$ cat config.mk
export PLATFORM = sky130hd
export DESIGN_NAME = xsie_exec
export DESIGN_NICKNAME = d
export VERILOG_FILES = /design/src/hw/xsie_pkg.sv /design/src/hw/xsie_src_addr.sv /design/src/hw/xsie_exec.sv
export SDC_FILE = /design/constraint.sdc
export NUM_CORES = 1
export LEC_CHECK = 0
export BUFFER_PORTS_ARGS = -buffer_cell sky130_fd_sc_hd__buf_2
export CORE_ASPECT_RATIO = 1.75
export CORE_MARGIN = 2
export CORE_UTILIZATION = 40
export DETAILED_ROUTE_END_ITERATION = 10
export GPL_TIMING_DRIVEN = 0
export SLEW_MARGIN = 20
export SYNTH_ARGS = -nofsm -noshare
export SYNTH_HDL_FRONTEND = slang
export SYNTH_HIERARCHICAL = 1
export SYNTH_SLANG_ARGS = --single-unit
$ cat constraint.sdc
create_clock -name SYS_CLK -period 11.51 [get_ports SYS_CLK]
set_clock_uncertainty 0.2 [all_clocks]
set_input_delay 0 -clock SYS_CLK [delete_from_list [all_inputs] [get_ports SYS_CLK]]
set_output_delay 0 -clock SYS_CLK [all_outputs]
set_load 0.02 [all_outputs]
$ cat src/hw/xsie_pkg.sv
// constants, encodings and state type for the extended instruction executor
// assumes a core with four clock phases per instruction cycle
package xsie_pkg;

  // phase numbering inside one instruction cycle
  localparam logic [1:0] PH_Q1 = 2'h0;
  localparam logic [1:0] PH_Q2 = 2'h1;
  localparam logic [1:0] PH_Q3 = 2'h2;
  localparam logic [1:0] PH_Q4 = 2'h3;

  // widths
  localparam int ADDR_W = 12;
  localparam int PC_W   = 21;
  localparam int PCU_W  = 5;

  // opcode patterns
  localparam logic [7:0]  OP_ADD_PTR_HI  = 8'he8;
  localparam logic [1:0]  PTR_SEL_FRAME  = 2'h3;
  localparam logic [1:0]  FRAME_PTR_IDX  = 2'h2;
  localparam logic [15:0] OP_CALL_WORKING_REGISTER   = 16'h0014;
  localparam logic [8:0]  OP_MOVE_IDX_HI = 9'h1d6;
  localparam logic [15:0] OP_NOP_WORD    = 16'h0000;

  // values after reset and fixed values
  localparam logic [11:0] PTR_RST   = 12'h000;
  localparam logic [7:0]  ZERO_BYTE = 8'h00;
  localparam logic [20:0] PC_STEP   = 21'h000002;

  // indirect-access register windows (five registers from each base)
  localparam logic [11:0] IND_BASE0 = 12'hfeb;
  localparam logic [11:0] IND_BASE1 = 12'hfe3;
  localparam logic [11:0] IND_BASE2 = 12'hfdb;
  localparam logic [11:0] IND_SPAN  = 12'h005;

  typedef enum logic [1:0] {
    ST_RUN  = 2'b00,
    ST_NOP  = 2'b01,
    ST_MOV2 = 2'b10
  } xsie_state_e;

endpackage

$ cat src/hw/xsie_src_addr.sv
// source address of the indexed move: frame pointer plus offset
// assumes inputs come from registers in the same clock domain
`timescale 1ns/10ps
module xsie_src_addr
  import xsie_pkg::*;
(
  // operands
  input  wire logic [11:0] frame_ptr,
  input  wire logic [6:0]  offset,
  // result
  output wire logic [11:0] src_addr,
  output wire logic        src_is_ind
);

  function automatic logic in_win(input logic [11:0] a,
                                  input logic [11:0] base);
    in_win = (a >= base) && (a < base + IND_SPAN);
  endfunction

  // wraps inside the 4 kB space, no bank involved
  assign src_addr   = frame_ptr + {5'h00, offset};
  assign src_is_ind = in_win(src_addr, IND_BASE0) ||
                      in_win(src_addr, IND_BASE1) ||
                      in_win(src_addr, IND_BASE2);

endmodule // xsie_src_addr

$ cat src/hw/xsie_exec.sv
// executor for four extended instructions: pointer add, frame add and
// return, call through working register, indexed move to file
// assumes fetch presents a word during phase Q1 and memory read data
// is valid in the cycle of the read strobe
`timescale 1ns/10ps

// Function
// - add 6-bit literal to selected pointer
// - frame pointer add, then return from stack
// - frame add-return second cycle is no operation
// - selector 11 means frame add-return only
// - register call pushes address plus two
// - register call: working register to low byte
// - register call: latches to high, upper bytes
// - register call second cycle is no operation
// - no flags, working or bank register touched
// - move source: frame pointer plus 7-bit offset
// - move destination: 12-bit literal, second word
// - addresses span whole 4 kB space
// - indirect source address reads as zero
// - decoding needs extended set enable bit
module xsie_exec
  import xsie_pkg::*;
(
  // clock and reset
  input  wire logic        SYS_CLK,
  input  wire logic        RESET_N,
  // configuration pin
  input  wire logic        EXTENDED_SET_ENABLE_BIT,
  // fetch stage
  input  wire logic [15:0] INSTR_WORD,
  input  wire logic        INSTR_VALID,
  output      logic        Q1_STROBE,
  output      logic        NOP_CYCLE,
  // core registers read
  input  wire logic [20:0] PC_IN,
  input  wire logic [7:0]  WORKING_REGISTER,
  input  wire logic [7:0]  PC_HIGH_LATCH,
  input  wire logic [7:0]  PC_UPPER_LATCH,
  input  wire logic [20:0] RETURN_STACK_TOP,
  // program counter and return stack
  output      logic        PC_LOAD,
  output      logic [20:0] PC_LOAD_VAL,
  output      logic        STACK_PUSH,
  output      logic [20:0] STACK_PUSH_VAL,
  output      logic        STACK_POP,
  // data memory
  output      logic        DMEM_RD,
  output      logic        DMEM_WR,
  output      logic [11:0] DMEM_ADDR,
  output      logic [7:0]  DMEM_WDATA,
  input  wire logic [7:0]  DMEM_RDATA,
  // indirect pointers
  output      logic [11:0] PTR0,
  output      logic [11:0] PTR1,
  output      logic [11:0] PTR2
);

  logic        rst_s1_r;
  logic        rst_n;
  logic        ext_s1_r;
  logic        ext_s2_r;
  logic        ext_lat_r;
  logic [1:0]  phase_r;
  logic [1:0]  phase_nxt;
  xsie_state_e state_r;
  xsie_state_e state_nxt;
  logic [15:0] ir_r;
  logic [5:0]  lit_r;
  logic [6:0]  z_r;
  logic [7:0]  working_register_r;
  logic [11:0] sum_r;
  logic [11:0] src_addr_r;
  logic        src_ind_r;
  logic [7:0]  src_data_r;
  logic [11:0] ptr_r [0:2];
  logic [11:0] src_addr;
  logic        src_is_ind;

  // reset release through two flops
  always_ff @(posedge SYS_CLK or negedge RESET_N) begin
    if (!RESET_N) begin
      rst_s1_r <= 1'b0;
      rst_n    <= 1'b0;
    end else begin
      rst_s1_r <= 1'b1;
      rst_n    <= rst_s1_r;
    end
  end

  // configuration pin is asynchronous to the core
  always_ff @(posedge SYS_CLK or negedge rst_n) begin
    if (!rst_n) begin
      ext_s1_r <= 1'b0;
      ext_s2_r <= 1'b0;
    end else begin
      ext_s1_r <= EXTENDED_SET_ENABLE_BIT;
      ext_s2_r <= ext_s1_r;
    end
  end

  function automatic logic is_add_ptr(input logic [15:0] w);
    is_add_ptr = (w[15:8] == OP_ADD_PTR_HI) && (w[7:6] != PTR_SEL_FRAME);
  endfunction

  function automatic logic is_add_ret(input logic [15:0] w);
    is_add_ret = (w[15:8] == OP_ADD_PTR_HI) && (w[7:6] == PTR_SEL_FRAME);
  endfunction

  // phases and decode
  wire in_run  = (state_r == ST_RUN);
  wire in_mov2 = (state_r == ST_MOV2);
  wire ph_q1   = (phase_r == PH_Q1);
  wire ph_q2   = (phase_r == PH_Q2);
  wire ph_q3   = (phase_r == PH_Q3);
  wire ph_q4   = (phase_r == PH_Q4);
  wire dec_on  = in_run && ext_lat_r;
  wire dec_add_ptr = dec_on && is_add_ptr(ir_r);
  wire dec_add_ret = dec_on && is_add_ret(ir_r);
  wire dec_call    = dec_on && (ir_r == OP_CALL_WORKING_REGISTER);
  wire dec_move    = dec_on && (ir_r[15:7] == OP_MOVE_IDX_HI);
  wire any_dec     = dec_add_ptr || dec_add_ret || dec_call || dec_move;
  wire do_ptr_add  = dec_add_ptr || dec_add_ret;
  // selector 11 is folded onto the frame pointer, never a fourth one
  wire [1:0]  ptr_sel = dec_add_ret ? FRAME_PTR_IDX : ir_r[7:6];
  wire [11:0] sel_ptr = (ptr_sel == 2'h0) ? ptr_r[0] :
                        (ptr_sel == 2'h1) ? ptr_r[1] : ptr_r[2];
  wire [20:0] call_target = {PC_UPPER_LATCH[PCU_W-1:0], PC_HIGH_LATCH,
                             working_register_r};

  assign phase_nxt = phase_r + 2'h1;

  always_comb begin
    state_nxt = state_r;
    if (ph_q4) begin
      case (state_r)
        ST_RUN: begin
          if (dec_add_ret || dec_call)
            state_nxt = ST_NOP;
          else if (dec_move)
            state_nxt = ST_MOV2;
          else
            state_nxt = ST_RUN;
        end
        ST_NOP:  state_nxt = ST_RUN;
        ST_MOV2: state_nxt = ST_RUN;
        default: state_nxt = ST_RUN;
      endcase
    end
  end

  always_ff @(posedge SYS_CLK or negedge rst_n) begin
    if (!rst_n) begin
      phase_r   <= PH_Q1;
      state_r   <= ST_RUN;
      Q1_STROBE <= 1'b0;
      NOP_CYCLE <= 1'b0;
    end else begin
      phase_r   <= phase_nxt;
      state_r   <= state_nxt;
      Q1_STROBE <= (phase_nxt == PH_Q1);
      NOP_CYCLE <= (state_nxt == ST_NOP);
    end
  end

  // Q1: take the word; non-valid words are treated as no operation
  always_ff @(posedge SYS_CLK or negedge rst_n) begin
    if (!rst_n) begin
      ir_r      <= OP_NOP_WORD;
      ext_lat_r <= 1'b0;
    end else if (ph_q1 && !(state_r == ST_NOP)) begin
      ir_r      <= INSTR_VALID ? INSTR_WORD : OP_NOP_WORD;
      ext_lat_r <= ext_s2_r;
    end
  end

  // Q2 read operands, Q3 compute; frozen in nop and second move cycle
  always_ff @(posedge SYS_CLK or negedge rst_n) begin
    if (!rst_n) begin
      lit_r      <= 6'h00;
      z_r        <= 7'h00;
      working_register_r     <= ZERO_BYTE;
      sum_r      <= PTR_RST;
      src_addr_r <= PTR_RST;
      src_ind_r  <= 1'b0;
    end else if (ph_q2 && in_run) begin
      lit_r  <= ir_r[5:0];
      z_r    <= ir_r[6:0];
      working_register_r <= WORKING_REGISTER;
    end else if (ph_q3 && in_run) begin
      sum_r      <= sel_ptr + {6'h00, lit_r};
      src_addr_r <= src_addr;
      src_ind_r  <= src_is_ind;
    end
  end

  xsie_src_addr u_src (
    .frame_ptr  (ptr_r[FRAME_PTR_IDX]),
    .offset     (z_r),
    .src_addr   (src_addr),
    .src_is_ind (src_is_ind)
  );

  // Q4: pointer write-back; status flags have no path out of here
  genvar gi;
  generate
    for (gi = 0; gi < 3; gi = gi + 1) begin : g_ptr
      always_ff @(posedge SYS_CLK or negedge rst_n) begin
        if (!rst_n)
          ptr_r[gi] <= PTR_RST;
        else if (ph_q4 && do_ptr_add && ptr_sel == 2'(gi))
          ptr_r[gi] <= sum_r;
      end
    end
  endgenerate

  assign PTR0 = ptr_r[0];
  assign PTR1 = ptr_r[1];
  assign PTR2 = ptr_r[2];

  // program counter and return stack strobes
  always_ff @(posedge SYS_CLK or negedge rst_n) begin
    if (!rst_n) begin
      PC_LOAD        <= 1'b0;
      PC_LOAD_VAL    <= 21'h000000;
      STACK_PUSH     <= 1'b0;
      STACK_PUSH_VAL <= 21'h000000;
      STACK_POP      <= 1'b0;
    end else begin
      PC_LOAD    <= ph_q4 && (dec_add_ret || dec_call);
      STACK_POP  <= ph_q4 && dec_add_ret;
      STACK_PUSH <= ph_q3 && dec_call;
      if (ph_q3 && dec_call)
        STACK_PUSH_VAL <= PC_IN + PC_STEP;
      if (ph_q4 && dec_add_ret)
        PC_LOAD_VAL <= RETURN_STACK_TOP;
      else if (ph_q4 && dec_call)
        PC_LOAD_VAL <= call_target;
    end
  end

  // data memory: read ends cycle one, write ends cycle two
  // a destination naming pc or stack-top bytes is not guarded
  always_ff @(posedge SYS_CLK or negedge rst_n) begin
    if (!rst_n) begin
      DMEM_RD    <= 1'b0;
      DMEM_WR    <= 1'b0;
      DMEM_ADDR  <= PTR_RST;
      DMEM_WDATA <= ZERO_BYTE;
      src_data_r <= ZERO_BYTE;
    end else begin
      // no bus read for an indirect source, so its side effects never fire
      DMEM_RD <= ph_q4 && dec_move && !src_ind_r;
      DMEM_WR <= ph_q4 && in_mov2;
      if (ph_q4 && dec_move)
        DMEM_ADDR <= src_addr_r;
      else if (ph_q4 && in_mov2)
        DMEM_ADDR <= ir_r[11:0];
      if (ph_q4 && in_mov2)
        DMEM_WDATA <= src_data_r;
      if (ph_q1 && in_mov2)
        src_data_r <= src_ind_r ? ZERO_BYTE : DMEM_RDATA;
    end
  end
endmodule // xsie_exec

==> run_results.csv <==
group,metric,value,unit
floorplan,num_rows,69,
setup_path,startpoint,"ir_r[7]$_DFFE_PN0P_",
grt,grt_usage,21.32,%
grt,grt_overflow_total,0,
timing,setup_tns,0,ns
yosys,ys_seq_area_share,54.15,%
yosys,synth_cell_types,58,
pwr,peakVddDrop,0.1004,mV
cts,clockRootBuffer,"clkbuf_16",
cts,numCtsBuffers,17,
yosys,yosysWarnings,6,
finish,layout_commonest_cell,"buf_2",
worst_hold_path,hp-start,"INSTR_VALID",
grt,antenna_found_initial,2,
routing,vias_per_cell,5.020,
cts,hold_buffers,108,
pwr,power_density,116.5,mW/mm^2
cts,clock_sinks,178,
routing,vias,6953,
grt,grt_pass1_wl,36.58,mm
setup_path,critical_path_class,"reg2reg",
yosys,synth_flop_cell,"dfrtp_1",
place,placed_cells,1246,
place,post-place-ws,8.003,ns
floorplan,die_y,193.7,um
pwr,leakage,5.449,nW
worst_hold_path,min_path_type,"in2reg",
run,maxCapViolations,0,
finish,final_util,55.42,%
routing,drtIter0Drc,313,
timing,relSlewSlack,47.80,%
cts,cts_buffer_depth,2,
setup_path,crit_fanout,10,
grt,grt_pass1_vias,7132,
finish,layout_common_cells,"buf_2, nand2_1, dfrtp_1",
timing,finalHoldViolCount,0,
cts,postCtsSetupBuffers,0,
setup_path,crit_path_end_kind,"flop",
timing,fin_ws,7.985,ns
floorplan,io_pins,199,
place,gp_congestion,0.8569,
finish,layout-drive-gt1-share,23.88,%
yosys,syn-num-nets,914,
timing,finalCritPeriodShare,30.62,%
setup_path,start_kind,"flop",
routing,drt_wl_total,23.15,mm
floorplan,core_area,0.02029,sq mm
yosys,synth_edf_count,0,
setup_path,r2r-start,"ir_r[7]$_DFFE_PN0P_",
cts,cts_tree,"yes",
yosys,ys_ff_latch,178,
timing,drv_slew,0,
place,hpwl,16.48,mm
yosys,async_flop_share,100.0,%
timing,rsz0062_at_grt,"no",
run_status,status,"finished clean",
routing,drtAntennaViolNets,0,
timing,fmax,283.7,MHz
yosys,avgSynthCellArea,10.28,sq um
floorplan,die_w,112.4,um
yosys,syn_inst,800,
routing,wire_per_inst,16.71,um
timing,finalSetupViolCount,0,
setup_path,rrSetupSlack,7.99,ns
yosys,syn_area,0.008225,sq mm
cts,worstSkewPairLatency,0.42,ns
floorplan,start_util,40.54,%
finish,area_delta_synth_final,36.70,%
finish,fin_cells,1385,
timing,tightest_slew,0.7809,ns
grt,grt_max_degree,56,
cts,htree_num_levels,4,
cts,cts_resized,0,
finish,fin_nets,1239,
setup_path,cp_data_required_time,11.60,ns
place,portBuffers,194,
cts,clk_pin_slew,0.06,ns
routing,remaining_drc_errors,0,
floorplan,dieArea,0.02177,sq mm
setup_path,arrival,3.62,ns
timing,min_period,3.525,ns
routing,dr.pass1.iters,5,
==> registers in the layout, indices dropped and copies added, names as in the netlist, 2 cells and up <==
register and count:
DMEM_ADDR 12, DMEM_WDATA 8, PC_LOAD_VAL 21, PTR0 12
PTR1 12, PTR2 12, STACK_PUSH_VAL 21, ir_r 16
lit_r 5, phase_r 2, src_addr_r 12, src_data_r 8
state_r 2, sum_r 12, working_register_r 8, z_r 2
==> metrics by stage <==
| stage | instance area, sq um | power [W] | hold WS, ns |
|---|---|---|---|
| 5_1_grt | 11240 | 0.001360 | 0.04241 |
| 3_3_place_gp | 9507 | 0.0007240 | -0.4136 |
| 2_1_floorplan | 8225 | 0.0006924 | -0.4956 |
| 4_1_cts | 11240 | 0.001323 | 0.01046 |
| 3_5_place_dp | 9598 | 0.0007290 | -0.4137 |
| 6_report | 11240 | 0.001310 | 0.02881 |
==> path summary, 6_finish.rpt <==
| path | endpoint | cells after the start |
|---|---|---|
| setup / recovery | sum_r[10]$_DFFE_PN0P_ | 14 |
| hold / removal | ir_r[3]$_DFFE_PN0P_ | 4 |
| setup reg to reg | sum_r[10]$_DFFE_PN0P_ | 14 |
| hold reg to reg | PTR0[2]$_DFFE_PN0P_ | 0 |
| max in group asynchronous | PC_LOAD_VAL[17]$_DFFE_PN0P_ | 2 |
| min in group asynchronous | PTR0[2]$_DFFE_PN0P_ | 0 |
==> where the power goes <==
part           switching (W)  internal, W  leakage (nW)
Clock               0.000230     0.000332         0.275
Combinational      0.0000439    0.0000549          3.04
Sequential         0.0000113     0.000637          2.13
==> cell type report <==
class | count | area (sq um)
Antenna cell | 2 | 5.005
Buffer | 39 | 181.4
Clock buffer | 23 | 478.0
Clock inverter | 6 | 82.58
Fill cell | 1780 | 9044
Inverter | 18 | 67.56
Multi-Input combinational cell | 565 | 3522
Sequential cell | 178 | 4458
Tap cell | 248 | 310.3
Timing Repair Buffer | 306 | 2140
==> synth_stat cells (2+ instances only) <==
library cell	n	share of area [%]
o21ai_1	31	1.9
nor4_1	3	0.23
xnor2_1	15	1.6
a21o_1	2	0.18
a21oi_1	27	1.6
xor2_1	24	2.6
o21a_1	3	0.27
inv_1	18	0.82
nor2_1	40	1.8
dfrtp_1	178	54
buf_2	10	0.61
buf_4	4	0.37
o22ai_1	22	1.7
and3_1	10	0.76
clkbuf_1	23	1.0
mux2_2	17	2.3
nand4_1	5	0.38
nor2b_1	3	0.23
o21ai_0	40	2.4
mux2i_2	2	0.33
nand2_1	189	8.6
and4_1	2	0.21
nor3_1	2	0.12
nand3_1	11	0.67
nand2b_1	10	0.76
ha_1	18	2.7
mux2_1	40	5.5
fa_1	2	0.49
a22oi_1	10	0.91
mux2i_1	11	1.3
==> cells by family (layout without fill, tap and decap cells) <==
logic type               Yosys count  in the layout  share of synthesized area, %
multiplexers                      70             70                         9.477
adder cells (fa/ha/maj)           20             20                         3.225
AND/OR/NAND/NOR                  289            289                         15.59
AO/OA/AOI/OAI                    146            146                         10.33
XOR/XNOR                          39             39                         4.153
other                              1              3                       0.04559
buffers and inverters             57            392                         3.027
flip-flops                       178            178                         54.15
==> per-layer routing <==
metal  GRT usage, %  up-vias  share of wire (%)
met4          9.575        0                3.5
met1          24.39     3357                 39
li1               -     3378                  -
met2          38.26      167                 54
met5              0        -                  0
met3          3.907       51                3.2
==> critical path: stages (launching register included) <==
cell and delay [ns]:
dfrtp_1 0.34, buf_2 0.30, buf_2 0.35, clkbuf_1 0.41
nand2_1 0.08, o21ai_0 0.09, ha_1 0.22, inv_1 0.06
fa_1 0.39, nor2b_1 0.20, o31ai_1 0.11, a21oi_1 0.29
nand2_1 0.11, xnor2_1 0.16, o21ai_1 0.07
(Power assumes the default switching activity.)
